[src/pflc_defs.svh]
`ifndef PFLC_DEFS_SVH
`define PFLC_DEFS_SVH

// ----------------------------------------------------------------
// register map (apb byte offsets)
// ----------------------------------------------------------------
`define PFLC_OFS_CTRL    12'h000
`define PFLC_OFS_ADDR    12'h004
`define PFLC_OFS_WDATA   12'h008
`define PFLC_OFS_STAT    12'h00C
`define PFLC_CTRL_GO     0
`define PFLC_CTRL_OP_LSB 4
`define PFLC_CTRL_OP_MSB 6
`define PFLC_STAT_BUSY   0
`define PFLC_STAT_DONE   1
`define PFLC_STAT_ERR    2
`define PFLC_STAT_RD_LSB 8
`define PFLC_ADDR_RST    17'h00000
`define PFLC_WDATA_RST   8'h00

// ----------------------------------------------------------------
// command cycles and status bits
// ----------------------------------------------------------------
`define PFLC_UNLK_A1     17'h05555
`define PFLC_UNLK_D1     8'hAA
`define PFLC_UNLK_A2     17'h02AAA
`define PFLC_UNLK_D2     8'h55
`define PFLC_CMD_PROG    8'hA0
`define PFLC_CMD_ERASE   8'h80
`define PFLC_CMD_CHIP    8'h10
`define PFLC_CMD_SECT    8'h30
`define PFLC_CMD_IDENT   8'h90
`define PFLC_CMD_RESET   8'hF0
`define PFLC_SA_MSB      16
`define PFLC_SA_LSB      14
`define PFLC_DQ_POLL     7
`define PFLC_DQ_TOGGLE   6
`define PFLC_DQ_ERR      5

// ----------------------------------------------------------------
// timing
// ----------------------------------------------------------------
`define PFLC_CLK_NS      50
`define PFLC_T_WP_NS     100
`define PFLC_T_ACC_NS    150
`define PFLC_SYNC_DEPTH  3
`define PFLC_WP_CYC      ((`PFLC_T_WP_NS + `PFLC_CLK_NS - 1) / `PFLC_CLK_NS)
`define PFLC_ACC_CYC     ((`PFLC_T_ACC_NS + `PFLC_CLK_NS - 1) / `PFLC_CLK_NS)
`endif

[src/pflc_pkg.sv]
`default_nettype none
package pflc_pkg;
    typedef enum logic [2:0] {
        OP_READ   = 3'h0,
        OP_PROG   = 3'h1,
        OP_SERASE = 3'h2,
        OP_CERASE = 3'h3,
        OP_IDREAD = 3'h4,
        OP_RESET  = 3'h5
    } pflc_op_t;

    typedef enum logic [3:0] {
        ST_IDLE   = 4'b0001,
        ST_SETUP  = 4'b0010,
        ST_STROBE = 4'b0100,
        ST_GAP    = 4'b1000
    } pflc_state_t;

    // one flash bus cycle
    typedef struct packed {
        logic        rd;
        logic [16:0] addr;
        logic [7:0]  data;
        logic        last;
    } pflc_cyc_t;

    // flash control strobes, all active low
    typedef struct packed {
        logic ce_n;
        logic oe_n;
        logic we_n;
        logic dq_oe_n;
    } pflc_pin_t;
endpackage
`default_nettype wire

[src/pflc_ctrl.sv]
`timescale 1ns/1ps
`default_nettype none
`include "pflc_defs.svh"

module pflc_ctrl (
    input  wire logic              clk,
    input  wire logic              arst_n,
    input  wire logic              clk_en,
    input  wire logic              psel,
    input  wire logic              penable,
    input  wire logic              pwrite,
    input  wire logic [11:0]       paddr,
    input  wire logic [31:0]       pwdata,
    output var  logic [31:0]       prdata,
    output var  logic              pready,
    output var  logic              pslverr,
    output var  logic [16:0]       byte_address_bus,
    output var  pflc_pkg::pflc_pin_t flash_ctl,
    output var  logic [7:0]        dq_out,
    input  wire logic [7:0]        dq_in
);
    // ----------------------------------------------------------------
    // declarations
    // ----------------------------------------------------------------
    pflc_pkg::pflc_op_t    cop_reg,   cop_next;
    logic [16:0]           addr_reg,  addr_next;
    logic [7:0]            wdata_reg, wdata_next;
    logic                  start_reg, start_next;
    logic                  pready_reg, pready_next;
    logic                  pslverr_reg, pslverr_next;
    logic [31:0]           prdata_reg, prdata_next;
    pflc_pkg::pflc_state_t state_reg, state_next;
    pflc_pkg::pflc_op_t    op_reg,    op_next;
    logic [2:0]            step_reg,  step_next;
    logic [3:0]            cnt_reg,   cnt_next;
    logic                  poll_reg,  poll_next;
    logic                  busy_reg,  busy_next;
    logic                  done_reg,  done_next;
    logic                  err_reg,   err_next;
    logic [7:0]            rdata_reg, rdata_next;
    logic [7:0]            prev_reg,  prev_next;
    logic                  prev_ok_reg, prev_ok_next;
    logic [16:0]           bus_reg,   bus_next;
    pflc_pkg::pflc_pin_t   ctl_reg,   ctl_next;
    logic [7:0]            dqo_reg,   dqo_next;
    logic [7:0]            dq_s1, dq_s2, dq_s3;
    logic [2:0]            sector_number_bits;
    pflc_pkg::pflc_cyc_t   cyc;
    logic                  access;

    assign prdata           = prdata_reg;
    assign pready           = pready_reg;
    assign pslverr          = pslverr_reg;
    assign byte_address_bus = bus_reg;
    assign flash_ctl        = ctl_reg;
    assign dq_out           = dqo_reg;
    assign sector_number_bits = addr_reg[`PFLC_SA_MSB:`PFLC_SA_LSB];

    // ----------------------------------------------------------------
    // command sequence table
    // ----------------------------------------------------------------
    function automatic pflc_pkg::pflc_cyc_t pflc_seq(input pflc_pkg::pflc_op_t op,
                                                     input logic [2:0] step,
                                                     input logic [16:0] addr,
                                                     input logic [7:0] data,
                                                     input logic [2:0] sa);
        pflc_pkg::pflc_cyc_t c;
        logic [7:0]          cmd;
        cmd = (op == pflc_pkg::OP_PROG) ? `PFLC_CMD_PROG :
              (op == pflc_pkg::OP_IDREAD) ? `PFLC_CMD_IDENT : `PFLC_CMD_ERASE;
        c = '{1'b0, `PFLC_UNLK_A1, `PFLC_UNLK_D1, 1'b0};
        if (op == pflc_pkg::OP_READ) begin
            c = '{1'b1, addr, 8'h00, 1'b1};
        end else if (op == pflc_pkg::OP_RESET) begin
            c = '{1'b0, addr, `PFLC_CMD_RESET, 1'b1};
        end else begin
            case (step)
                3'h1, 3'h4: c = '{1'b0, `PFLC_UNLK_A2, `PFLC_UNLK_D2, 1'b0};
                3'h2:       c = '{1'b0, `PFLC_UNLK_A1, cmd, 1'b0};
                default:    c = '{1'b0, `PFLC_UNLK_A1, `PFLC_UNLK_D1, 1'b0};
            endcase
            if (op == pflc_pkg::OP_PROG && step == 3'h3) begin
                c = '{1'b0, addr, data, 1'b1};
            end
            if (op == pflc_pkg::OP_IDREAD && step == 3'h3) begin
                c = '{1'b1, addr, 8'h00, 1'b0};
            end
            if (op == pflc_pkg::OP_IDREAD && step == 3'h4) begin
                c = '{1'b0, addr, `PFLC_CMD_RESET, 1'b1};
            end
            if (op == pflc_pkg::OP_CERASE && step == 3'h5) begin
                c = '{1'b0, `PFLC_UNLK_A1, `PFLC_CMD_CHIP, 1'b1};
            end
            // sector chosen by top address bits
            if (op == pflc_pkg::OP_SERASE && step == 3'h5) begin
                c = '{1'b0, {sa, 14'h0000}, `PFLC_CMD_SECT, 1'b1};
            end
        end
        return c;
    endfunction

    // ----------------------------------------------------------------
    // apb slave
    // ----------------------------------------------------------------
    // one wait state: pready rises the cycle after the access phase starts
    assign access = psel & penable & ~pready_reg;

    always_comb begin
        cop_next     = cop_reg;
        addr_next    = addr_reg;
        wdata_next   = wdata_reg;
        start_next   = 1'b0;
        pready_next  = access;
        pslverr_next = 1'b0;
        prdata_next  = prdata_reg;
        if (access && pwrite) begin
            // writes while busy are dropped so the running sequence keeps its operands
            if (paddr == `PFLC_OFS_CTRL) begin
                if (!busy_reg && !start_reg && pwdata[`PFLC_CTRL_OP_MSB:`PFLC_CTRL_OP_LSB] <= 3'h5) begin
                    cop_next   = pflc_pkg::pflc_op_t'(pwdata[`PFLC_CTRL_OP_MSB:`PFLC_CTRL_OP_LSB]);
                    start_next = pwdata[`PFLC_CTRL_GO];
                end
            end else if (paddr == `PFLC_OFS_ADDR) begin
                if (!busy_reg) addr_next = pwdata[16:0];
            end else if (paddr == `PFLC_OFS_WDATA) begin
                if (!busy_reg) wdata_next = pwdata[7:0];
            end else if (paddr != `PFLC_OFS_STAT) begin
                pslverr_next = 1'b1;
            end
        end else if (access) begin
            if (paddr == `PFLC_OFS_CTRL) begin
                prdata_next = {25'h0000000, cop_reg, 4'h0};
            end else if (paddr == `PFLC_OFS_ADDR) begin
                prdata_next = {15'h0000, addr_reg};
            end else if (paddr == `PFLC_OFS_WDATA) begin
                prdata_next = {24'h000000, wdata_reg};
            end else if (paddr == `PFLC_OFS_STAT) begin
                prdata_next = {16'h0000, rdata_reg, 5'h00, err_reg, done_reg, busy_reg | start_reg};
            end else begin
                prdata_next  = 32'h00000000;
                pslverr_next = 1'b1;
            end
        end
    end

    always_ff @(posedge clk or negedge arst_n) begin
        if (!arst_n) begin
            cop_reg     <= pflc_pkg::OP_READ;
            addr_reg    <= `PFLC_ADDR_RST;
            wdata_reg   <= `PFLC_WDATA_RST;
            start_reg   <= 1'b0;
            pready_reg  <= 1'b0;
            pslverr_reg <= 1'b0;
            prdata_reg  <= 32'h00000000;
        end else if (clk_en) begin
            cop_reg     <= cop_next;
            addr_reg    <= addr_next;
            wdata_reg   <= wdata_next;
            start_reg   <= start_next;
            pready_reg  <= pready_next;
            pslverr_reg <= pslverr_next;
            prdata_reg  <= prdata_next;
        end
    end

    // ----------------------------------------------------------------
    // data pin synchroniser
    // ----------------------------------------------------------------
    // three stages; a value counts only once stages two and three agree
    always_ff @(posedge clk or negedge arst_n) begin
        if (!arst_n) begin
            dq_s1 <= 8'h00;
            dq_s2 <= 8'h00;
            dq_s3 <= 8'h00;
        end else if (clk_en) begin
            dq_s1 <= dq_in;
            dq_s2 <= dq_s1;
            dq_s3 <= dq_s2;
        end
    end

    // ----------------------------------------------------------------
    // flash bus engine
    // ----------------------------------------------------------------
    always_comb begin
        cyc = poll_reg ? '{1'b1, addr_reg, 8'h00, 1'b1} :
                         pflc_seq(op_reg, step_reg, addr_reg, wdata_reg, sector_number_bits);
    end

    always_comb begin
        state_next   = state_reg;
        op_next      = op_reg;
        step_next    = step_reg;
        cnt_next     = cnt_reg;
        poll_next    = poll_reg;
        busy_next    = busy_reg;
        done_next    = done_reg;
        err_next     = err_reg;
        rdata_next   = rdata_reg;
        prev_next    = prev_reg;
        prev_ok_next = prev_ok_reg;
        bus_next     = bus_reg;
        ctl_next     = ctl_reg;
        dqo_next     = dqo_reg;
        case (state_reg)
            pflc_pkg::ST_IDLE: begin
                ctl_next = '{1'b1, 1'b1, 1'b1, 1'b1};
                if (start_reg) begin
                    op_next    = cop_reg;
                    step_next  = 3'h0;
                    poll_next  = 1'b0;
                    busy_next  = 1'b1;
                    done_next  = 1'b0;
                    err_next   = 1'b0;
                    state_next = pflc_pkg::ST_SETUP;
                end
            end
            pflc_pkg::ST_SETUP: begin
                bus_next = cyc.addr;
                // select first, output gate stays high for writes
                ctl_next = '{1'b0, 1'b1, 1'b1, cyc.rd};
                if (!cyc.rd) dqo_next = cyc.data;
                // full count: the strobe falls one edge after this load, so no minus one here
                cnt_next = cyc.rd ? 4'(`PFLC_ACC_CYC + `PFLC_SYNC_DEPTH) : 4'(`PFLC_WP_CYC);
                state_next = pflc_pkg::ST_STROBE;
            end
            pflc_pkg::ST_STROBE: begin
                // reads never pull the write strobe
                ctl_next.oe_n = ~cyc.rd;
                ctl_next.we_n = cyc.rd;
                if (cnt_reg != 4'h0) begin
                    cnt_next = cnt_reg - 4'h1;
                end else if (!cyc.rd || dq_s2 == dq_s3) begin
                    // byte taken while select and output gate are low
                    if (cyc.rd) rdata_next = dq_s3;
                    ctl_next.oe_n = 1'b1;
                    ctl_next.we_n = 1'b1;
                    state_next    = pflc_pkg::ST_GAP;
                end
            end
            default: begin
                // releasing select between cycles lets the device latch each write
                ctl_next   = '{1'b1, 1'b1, 1'b1, 1'b1};
                state_next = pflc_pkg::ST_SETUP;
                if (poll_reg) begin
                    // done when bit 6 stops toggling; bit 5 with toggling is a fault
                    if (prev_ok_reg && rdata_reg[`PFLC_DQ_TOGGLE] == prev_reg[`PFLC_DQ_TOGGLE]) begin
                        busy_next  = 1'b0;
                        done_next  = 1'b1;
                        poll_next  = 1'b0;
                        state_next = pflc_pkg::ST_IDLE;
                    end else if (prev_ok_reg && rdata_reg[`PFLC_DQ_ERR] && prev_reg[`PFLC_DQ_ERR]) begin
                        // reset command after a failed operation
                        err_next  = 1'b1;
                        poll_next = 1'b0;
                        op_next   = pflc_pkg::OP_RESET;
                        step_next = 3'h0;
                    end else begin
                        prev_next    = rdata_reg;
                        prev_ok_next = 1'b1;
                    end
                end else if (!cyc.last) begin
                    step_next = step_reg + 3'h1;
                end else if (op_reg == pflc_pkg::OP_PROG || op_reg == pflc_pkg::OP_SERASE ||
                             op_reg == pflc_pkg::OP_CERASE) begin
                    // poll until the device is back in read mode
                    poll_next    = 1'b1;
                    prev_ok_next = 1'b0;
                end else begin
                    busy_next  = 1'b0;
                    done_next  = 1'b1;
                    state_next = pflc_pkg::ST_IDLE;
                end
            end
        endcase
    end

    always_ff @(posedge clk or negedge arst_n) begin
        if (!arst_n) begin
            state_reg   <= pflc_pkg::ST_IDLE;
            op_reg      <= pflc_pkg::OP_READ;
            step_reg    <= 3'h0;
            cnt_reg     <= 4'h0;
            poll_reg    <= 1'b0;
            busy_reg    <= 1'b0;
            done_reg    <= 1'b0;
            err_reg     <= 1'b0;
            rdata_reg   <= 8'h00;
            prev_reg    <= 8'h00;
            prev_ok_reg <= 1'b0;
            bus_reg     <= `PFLC_ADDR_RST;
            ctl_reg     <= '{1'b1, 1'b1, 1'b1, 1'b1};
            dqo_reg     <= 8'h00;
        end else if (clk_en) begin
            state_reg   <= state_next;
            op_reg      <= op_next;
            step_reg    <= step_next;
            cnt_reg     <= cnt_next;
            poll_reg    <= poll_next;
            busy_reg    <= busy_next;
            done_reg    <= done_next;
            err_reg     <= err_next;
            rdata_reg   <= rdata_next;
            prev_reg    <= prev_next;
            prev_ok_reg <= prev_ok_next;
            bus_reg     <= bus_next;
            ctl_reg     <= ctl_next;
            dqo_reg     <= dqo_next;
        end
    end
endmodule
`default_nettype wire

[config.mk]
export PLATFORM = sky130hd
export DESIGN_NAME = pflc_ctrl
export DESIGN_NICKNAME = d
export VERILOG_FILES = /design/src/pflc_pkg.sv /design/src/pflc_ctrl.sv
export VERILOG_INCLUDE_DIRS = /design/src
export SDC_FILE = /design/constraint.sdc
export NUM_CORES = 1
export LEC_CHECK = 0
export ABC_CLOCK_PERIOD_IN_PS = 6100
export BUFFER_PORTS_ARGS = -buffer_cell sky130_fd_sc_hd__buf_2
export CAP_MARGIN = 20
export CELL_PAD_IN_SITES_DETAIL_PLACEMENT = 0
export CELL_PAD_IN_SITES_GLOBAL_PLACEMENT = 1
export CORE_UTILIZATION = 35
export CTS_BUF_LIST = sky130_fd_sc_hd__clkbuf_2 sky130_fd_sc_hd__clkbuf_4 sky130_fd_sc_hd__clkbuf_8
export CTS_CLUSTER_SIZE = 40
export DETAILED_ROUTE_END_ITERATION = 8
export GPL_TIMING_DRIVEN = 0
export HOLD_SLACK_MARGIN = 0.15
export PLACE_DENSITY = 0.7
export SETUP_SLACK_MARGIN = 0.05
export SLEW_MARGIN = 10
export SYNTH_ARGS = -nofsm -noshare
export SYNTH_HDL_FRONTEND = slang
export SYNTH_SLANG_ARGS = --single-unit
[constraint.sdc]
create_clock -name clk -period 6.1 [get_ports clk]
set_input_delay 0.305 -clock clk [delete_from_list [all_inputs] [get_ports clk]]
set_output_delay 0.305 -clock clk [all_outputs]
set_load 0.01 [all_outputs]
# Word level (Yosys, flattened, before mapping)
# Cells that the tools add are included.
# totals
input_bits	58
latchBits	0
n_memories	0
output_inout_bits	63
elab_cells	203
mem_bits_ro	0
mem_bits_rw	0
ff_bits	150
# classes
mul	0
eq_ne	31
n_mux	82
div_mod_pow	0
bitwise_logic	15
order_cmp	1
reduce_logical	45
n_addsub	2
shifts	0
# op_table
cell	n
two-way mux 27 bit	8
case mux 24 bit (2 select lines)	1
two-way mux 1 bit	36
two-way mux 17 bit	2
two-way mux 16 bit	2
two-way mux 3 bit	10
AND reduction 6 bit	5
equality test 12 x 4 -> 1 bit (second input constant)	2
two-way mux 4 bit	5
AND reduction 5 bit	3
equality test 12 x 3 -> 1 bit (second input constant)	1
equality test 3 x 2 -> 1 bit (second input constant)	4
equality test 3 bit (second input constant)	4
logical NOT 12 bit	1
two-way mux 2 bit	6
inequality test 12 x 4 -> 1 bit (second input constant)	1
inequality test 2 bit (second input constant)	6
NOT 1 bit	12
case mux 1 bit (2 select lines)	6
case mux 3 bit (2 select lines)	2
case mux 4 bit (3 select lines)	1
AND reduction 3 bit	4
logical AND 1 bit	11
nonzero test 2 bit	5
other kinds (26)	38

# Longest topological paths before layout
# Gate-level depths: netlist of the first run.
# depth
depth_word	17
depth_mapped	10
mapped_depth_nobuf	7

# Worst setup path before layout of the first run
# OpenSTA, ideal clock, no wires.
# synth_timing
path_kind	reg2reg
startpoint	register cnt_reg[0]
endpoint	register rdata_reg[0]
arrival_time_ns	2.073
n_path_buf	1
required_time_ns	5.975
stages_incl_launch_ff	9
period_less_slack_ns	2.198
setup_ns	0.125
path_slack_ns	3.902
cell_sequence	dfrtp_1 inv_1 ha_1 or3b_2 clkbuf_1 nor2_1 nand3_1 nor3_4 mux2_2
# synth_between
elab_chain_len	3
# synth_lines
item	line	source
start, declared	pflc_ctrl.sv:35	logic [3:0] cnt_reg, cnt_next;
start signal, assigned	pflc_ctrl.sv:298	cnt_reg <= cnt_next;
nonzero test 4 bit	pflc_ctrl.sv:231	if (cnt_reg != 4'h0) begin
NOT 1 bit (no source line)	n/a	
AND reduction 5 bit (no source line)	n/a	
end signal, assigned	pflc_ctrl.sv:303	rdata_reg <= rdata_next;
end, declared	pflc_ctrl.sv:40	logic [7:0] rdata_reg, rdata_next;
# No other way between the ends.
# A chain may end at the register's enable or synchronous reset.

# Worst setup path after layout of the first run
# layout_timing
startpoint	register step_reg[2]
endpoint	register step_reg[2]
# layout_between
elab_chain_len	12
word_cells_on_any_way	22
classes_between	add/sub: 1; eq/ne: 4; mux: 11; reduce/logical: 6
# layout_lines
item	line	source
start, declared	pflc_ctrl.sv:34	logic [2:0] step_reg, step_next;
start signal, assigned	pflc_ctrl.sv:297	step_reg <= step_next;
equality test 3 x 2 -> 1 bit	pflc_ctrl.sv:82, pflc_ctrl.sv:85	
logical AND 1 bit	pflc_ctrl.sv:82	if (op == pflc_pkg::OP_PROG && step == 3'h3) begin
two-way mux 27 bit	pflc_ctrl.sv:82	
two-way mux 27 bit	pflc_ctrl.sv:85	if (op == pflc_pkg::OP_IDREAD && step == 3'h3) begin
two-way mux 27 bit	pflc_ctrl.sv:88	if (op == pflc_pkg::OP_IDREAD && step == 3'h4) begin
two-way mux 27 bit	pflc_ctrl.sv:91	if (op == pflc_pkg::OP_CERASE && step == 3'h5) begin
two-way mux 27 bit	pflc_ctrl.sv:95	if (op == pflc_pkg::OP_SERASE && step == 3'h5) begin
two-way mux 27 bit	pflc_ctrl.sv:74	end else if (op == pflc_pkg::OP_RESET) begin
two-way mux 27 bit	pflc_ctrl.sv:72	if (op == pflc_pkg::OP_READ) begin
two-way mux 27 bit	pflc_ctrl.sv:186	cyc = poll_reg ? '{1'b1, addr_reg, 8'h00, 1'b1} :
inequality test 3 x 2 -> 1 bit (no source line)	n/a	
AND reduction 6 bit (no source line)	n/a	
# Parallel ways exist; a longest one is shown, timed or not. The select of a mux whose other input is x is not followed.

==> flow_summary.ini, run 1 <==
[floorplanning]
std_cell_rows = 48
die_h_um = 136
pin_count = 121
die_x_um = 136
dieArea_um2 = 18500
core-area_um2 = 17400
start_util_pct = 36.2

[worst_setup_path]
cp_max_fo = 10
cp.arrival_ns = 2.93
rrSetupSlack_ns = 3.51
cp-start-kind = register
path_class = reg2reg
cpPeakStageDelay_ns = 0.37
cp_cell_sequence = buf_2, inv_1, ha_1, clkbuf_1, nand4bb_1, clkbuf_1, nand4_1, o21ai_2, mux2_2
worstRegToRegCells = 9
cp.required_ns = 6.44
crit_slowest_cell = clkbuf_1
worstReg2RegEnd = step_reg[2]
cpMostUsedCell = clkbuf_1
r2r_start = step_reg[2]
worstSetupEndpointType = register

[timing]
worst_slew_pin_slew_ns = 0.958
timing.fmax_mhz = 387
period_share_pct = 42.4
slew_violations = 0
fin_tns_setup_ns = 0
rsz0062_at_grt = false
finalHoldViolations = 0
period_needed_ns = 2.59
relSlewSlack_pct = 35.6
skew_ns = 0.0110
setup_violations = 0

[placed_design]
place_congestion = 0.833
io_buffers = 88
dpl.hpwl_um = 12000
post-place-cells = 880
placed_cell_area_um2 = 7110

[cts]
path_clk_slew_ns = 0.08
clk_latency_ns = 0.45
clock_sinks = 130
htreeDepth = 4
cts_buffers = 17
root_buffer = clkbuf_8
cts_buffer_depth = 2
cts_tree = built

[global_route]
antenna_found_initial = 0
track_usage_pct = 18.6
grt_max_degree = 82
grt-ovfl-total = 0
grt_pass1_vias = 4880
grt_pass1_wl_um = 25900

[cells_and_area]
fin_area_um2 = 7760
fin_util_pct = 44.6
drive_gt1_share_pct = 31.9
syn_to_final_growth_pct = 23.2
n_antenna_cell = 0
finalNetCount = 764
stdcell_count = 937

[worst_hold_path]
hp-start = pwdata[5]
whs_path_depth = 2
min_delay_worst_endpoint = wdata_reg[5]
min_path_type = in2reg

[synthesis]
syn_avg_cell_area_um2 = 11.4
yosysUniqueCellTypes = 68
synth_area_um2 = 6300
ys_seq_area_share_pct = 51.7
ys_ff_latch = 130
synth_warnings = 0
synthesis.instances = 552
synth_ff_type = dfrtp_1
synth-edff-count = 0
synthArstFlopShare_pct = 100

[detailed_routing]
routed_wl_um = 16200
vias = 4839
drt_pass1_iterations = 4
wl_per_cell_um = 17.3
drtIter0Drc = 315
avgViaCountPerCell = 5.16
ant_nets = 0
drc = 0

[power]
leakagePower_nw = 3.67
irDropWorstVdd_mv = 0.196
power_density_nw_per_um2 = 373

[flow_run]
drv_cap = 0

[run_status]
status = complete, no violations
[cell usage after synthesis (3+ instances only)]
cell type / count / area share (%)
inv_1: 17 / 1.0
and4_1: 3 / 0.42
o31a_1: 5 / 0.69
mux2_2: 57 / 10
clkbuf_1: 18 / 1.1
a22o_1: 3 / 0.42
a31oi_1: 7 / 0.69
dfrtp_1: 125 / 50
nand2_1: 39 / 2.3
mux2_4: 10 / 2.4
o21ai_0: 33 / 2.6
nand2b_1: 3 / 0.30
o21a_1: 5 / 0.60
ha_1: 6 / 1.2
a21oi_1: 15 / 1.2
dfstp_2: 5 / 2.1
buf_4: 15 / 1.8
a22oi_1: 6 / 0.71
and2_1: 3 / 0.30
o31ai_1: 9 / 1.1
nor3_1: 10 / 0.79
and3_1: 4 / 0.40
xnor2_1: 10 / 1.4
mux2i_1: 15 / 2.4
nor2b_1: 5 / 0.50
a221o_1: 10 / 1.6
buf_2: 4 / 0.32
nor2_1: 31 / 1.8
nand4_1: 6 / 0.60
o21bai_1: 3 / 0.36
a32o_1: 3 / 0.48
nand3_1: 17 / 1.3
nor4_2: 3 / 0.60
[critical path: cells and delay by family, from the launching register on]
family / cells / cell delay, ns
AOI/OAI and AO/OA: 1 / 0.30
adders and majority gates: 1 / 0.20
buffers and inverters: 4 / 0.89
DFF: 1 / 0.34
muxes: 1 / 0.37
and+or+nand+nor: 2 / 0.38
[metrics by stage]
stage | hold WS (ns) | total power [mW] | setup slack [ns]
2_1_floorplan | 0.00941 | 1.83 | 3.90
3_3_place_gp | 0.461 | 2.14 | 2.96
3_5_place_dp | 0.277 | 2.17 | 3.52
4_1_cts | 0.155 | 2.92 | 3.50
5_1_grt | 0.152 | 3.10 | 3.24
6_report | 0.178 | 2.90 | 3.51
[worst max path at each step]
stage                   endpoint  cells past startpoint    startpoint  slack [ns]
floorplan           rdata_reg[0]                      8    cnt_reg[0]        3.90
detailed placement   step_reg[2]                      9   step_reg[2]        3.52
global route           dq_out[4]                      6  state_reg[3]        3.24
finish               step_reg[2]                      9   step_reg[2]        3.51
CTS                  step_reg[2]                      9   step_reg[2]        3.50
global placement      prdata[10]                      1        arst_n        2.96
[where the power goes]
part	switching (mW)	internal (mW)
registers	0.117	1.02
clock network	0.352	0.383
logic	0.598	0.431
[cell families (layout without fill, tap and decap cells)]
| logic type | after synthesis | in the layout | share of synthesized area [%] |
|---|---|---|---|
| XOR/XNOR | 12 | 12 | 1.67 |
| flip-flops | 130 | 130 | 51.7 |
| other | 1 | 15 | 0.0595 |
| AND/OR/NAND/NOR | 145 | 145 | 12.8 |
| AO/OA/AOI/OAI | 118 | 118 | 13.0 |
| buffers and inverters | 58 | 204 | 4.67 |
| multiplexers | 82 | 82 | 14.9 |
| adder cells (fa/ha/maj) | 6 | 6 | 1.19 |
[area by class of cell]
cell class | count | area [um^2]
timing repair buffer | 115 | 732
tap | 225 | 282
buffer | 41 | 230
multi-input combinational | 378 | 2800
sequential | 130 | 3260
fill | 1679 | 9650
inverter | 17 | 63.8
clock buffer | 19 | 262
clock inverter | 12 | 133
[placed cells by master, fill, tap and decap left out, types with 4 or more instances in the layout]
cell type,n
a21oi_1,15
a221o_1,10
a22oi_1,6
a31oi_1,7
and3_1,4
buf_2,91
buf_4,16
clkbuf_1,18
clkbuf_8,19
conb_1,15
dfrtp_1,125
dfstp_2,5
dlygate4sd3_1,25
ha_1,6
inv_1,17
mux2_2,57
mux2_4,10
mux2i_1,15
nand2_1,39
nand3_1,17
nand4_1,6
nor2_1,31
nor2b_1,5
nor3_1,10
o21a_1,5
o21ai_0,33
o31a_1,5
o31ai_1,9
xnor2_1,10
[repair_timing]
action                                  in CTS  in global routing
hold buffers                                25                  0
endpoints found under the setup margin       0                  0
endpoints found under the hold margin       83                  0
setup buffers                                0                  0
gates resized for setup                      0                  0
[layer usage]
| metal | GRT usage, % | wire [um] |
|---|---|---|
| met5 | 0 | 0 |
| met3 | 4.92 | 824 |
| met2 | 30.3 | 7910 |
| met4 | 5.06 | 167 |
| met1 | 24.3 | 7300 |
Power figures use the tool's default switching activity.
==> run 2, diff against run 1 <==
--- a/config.mk
+++ b/config.mk
@@ -6,7 +6,7 @@
 export SDC_FILE = /design/constraint.sdc
 export NUM_CORES = 1
 export LEC_CHECK = 0
-export ABC_CLOCK_PERIOD_IN_PS = 6100
+export ABC_CLOCK_PERIOD_IN_PS = 2700
 export BUFFER_PORTS_ARGS = -buffer_cell sky130_fd_sc_hd__buf_2
 export CAP_MARGIN = 20
 export CELL_PAD_IN_SITES_DETAIL_PLACEMENT = 0
==> constraint.sdc (replaced) <==
create_clock -name clk -period 2.7 [get_ports clk]
set_input_delay 0.135 -clock clk [delete_from_list [all_inputs] [get_ports clk]]
set_output_delay 0.135 -clock clk [all_outputs]
set_load 0.01 [all_outputs]
==> run 2 against run 1 <==
Against the previous run: combinational power rose by 130%; sequential cell count stayed put; via count is 0.25% higher; sequential power is 130% higher; clock skew is 0.00070 ns lower; final cell count is 0.53% higher; clock power is 130% higher; count of clock-buffer cells in the layout is the same; final area increased by 1.1%; largest cell class unchanged.
==> flow_summary.ini, run 2 (synthesis gave the netlist of run 1 again) <==
[worst_setup_path]
cpPeakStageDelay_ns = 0.44
cp.required_ns = 3.04
worstReg2RegEnd = rdata_reg[7]
path_class = reg2reg
cp_max_fo = 8
crit_slowest_cell = or3b_2
cp.arrival_ns = 2.82
rrSetupSlack_ns = 0.22
worstRegToRegCells = 9
worstSetupEndpointType = register
cp-start-kind = register
r2r_start = cnt_reg[0]
cp_cell_sequence = inv_1, ha_1, or3b_2, clkbuf_1, nor2_1, nand3_1, nor3_4, buf_12, mux2_2

[detailed_routing]
vias = 4851
routed_wl_um = 16400
avgViaCountPerCell = 5.15
drtIter0Drc = 338
ant_nets = 0
drt_pass1_iterations = 4
drc = 0
wl_per_cell_um = 17.4

[placed_design]
place_ws_ns = 0.118
io_buffers = 88
place_congestion = 0.833
dpl.hpwl_um = 12000
post-place-cells = 880
placed_cell_area_um2 = 7110

[worst_hold_path]
min_path_type = in2async

[timing]
rsz0062_at_grt = false
timing.fmax_mhz = 403
finalHoldViolations = 0
setup_violations = 0
slew_violations = 0
worst_slew_pin_slew_ns = 0.931
period_share_pct = 91.9
setup_ws_ns = 0.219
skew_ns = 0.0103
period_needed_ns = 2.48
relSlewSlack_pct = 37.9

[floorplanning]
pin_count = 121
die_x_um = 136
die_h_um = 136
core-area_um2 = 17400
std_cell_rows = 48
start_util_pct = 36.2
dieArea_um2 = 18500

[cts]
clk_latency_ns = 0.46
path_clk_slew_ns = 0.07
clock_sinks = 130
cts_buffers = 17
cts_tree = built
cts_buffer_depth = 2
htreeDepth = 4
root_buffer = clkbuf_8

[global_route]
grt_pass1_wl_um = 26100
grt_max_degree = 82
antenna_found_initial = 0
grt_pass1_vias = 4922
track_usage_pct = 18.7
grt-ovfl-total = 0

[cells_and_area]
drive_gt1_share_pct = 32.2
finalNetCount = 769
n_antenna_cell = 0
stdcell_count = 942
final_common_cell = dfrtp_1
fin_area_um2 = 7850
final_cell_mix = dfrtp_1 (125), buf_2 (91), mux2_2 (57)
syn_to_final_growth_pct = 24.5

[power]
power_density_nw_per_um2 = 840
irDropWorstVdd_mv = 0.446
leakagePower_nw = 3.70

[run_status]
status = complete, no violations

[flow_run]
drv_cap = 0
-- run 2: final cells by class --
| class | count | area (um^2) |
|---|---|---|
| Fill cell | 1678 | 9570 |
| Sequential cell | 130 | 3260 |
| Multi-Input combinational cell | 378 | 2820 |
| Timing Repair Buffer | 121 | 802 |
| Tap cell | 225 | 282 |
| Clock buffer | 19 | 262 |
| Buffer | 40 | 228 |
| Clock inverter | 12 | 133 |
| Inverter | 17 | 63.8 |
-- run 2: critical path, delay by kind of cell (launching register included) --
kind	cells	cell delay (ns)
adder cells (fa/ha/maj)	1	0.19
buffers and inverters	3	0.43
flip-flops	1	0.38
multiplexers	1	0.32
AND/OR/NAND/NOR	4	1.04
-- run 2: routing by layer --
layer	track usage (%)	vias up	wire [um]
met5	0	-	0
met4	5.06	0	258
met3	4.92	21	658
met2	30.5	120	7960
met1	24.4	2416	7530
li1	-	2294	-
-- run 2: worst max path at each step --
stage                           start           end  depth (start not counted)
final                      cnt_reg[0]  rdata_reg[7]                          9
after global placement         arst_n    prdata[12]                          1
after CTS                 step_reg[2]   step_reg[2]                          9
after floorplan            cnt_reg[0]  rdata_reg[0]                          8
after detailed placement  step_reg[2]   step_reg[2]                          9
after global routing       cnt_reg[0]  rdata_reg[2]                          9
-- run 2: power breakdown --
| part | total (mW) | switching, mW | internal [mW] |
|---|---|---|---|
| Combinational | 2.37 | 1.38 | 0.990 |
| Sequential | 2.56 | 0.262 | 2.30 |
| Clock | 1.66 | 0.799 | 0.865 |
-- run 2: stage by stage --
step / hold WS, ns / TNS, ns / total power [mW] / util (%)
6_report: 0.189 / 0 / 6.59 / 45.1
5_1_grt: 0.173 / 0 / 7.04 / 45.1
4_1_cts: 0.161 / 0 / 6.60 / 44.8
3_5_place_dp: 0.107 / 0 / 4.90 / 40.8
3_3_place_gp: 0.368 / -32.52 / 4.84 / 40.6
2_1_floorplan: -0.161 / 0 / 4.14 / -
-- run 2: repair_timing --
item | CTS | global route
endpoints found under the hold margin | 171 | 0
setup endpoints to repair | 0 | 20
setup buffers | 0 | 1
hold buffers | 30 | 0
resized for setup | 0 | 6
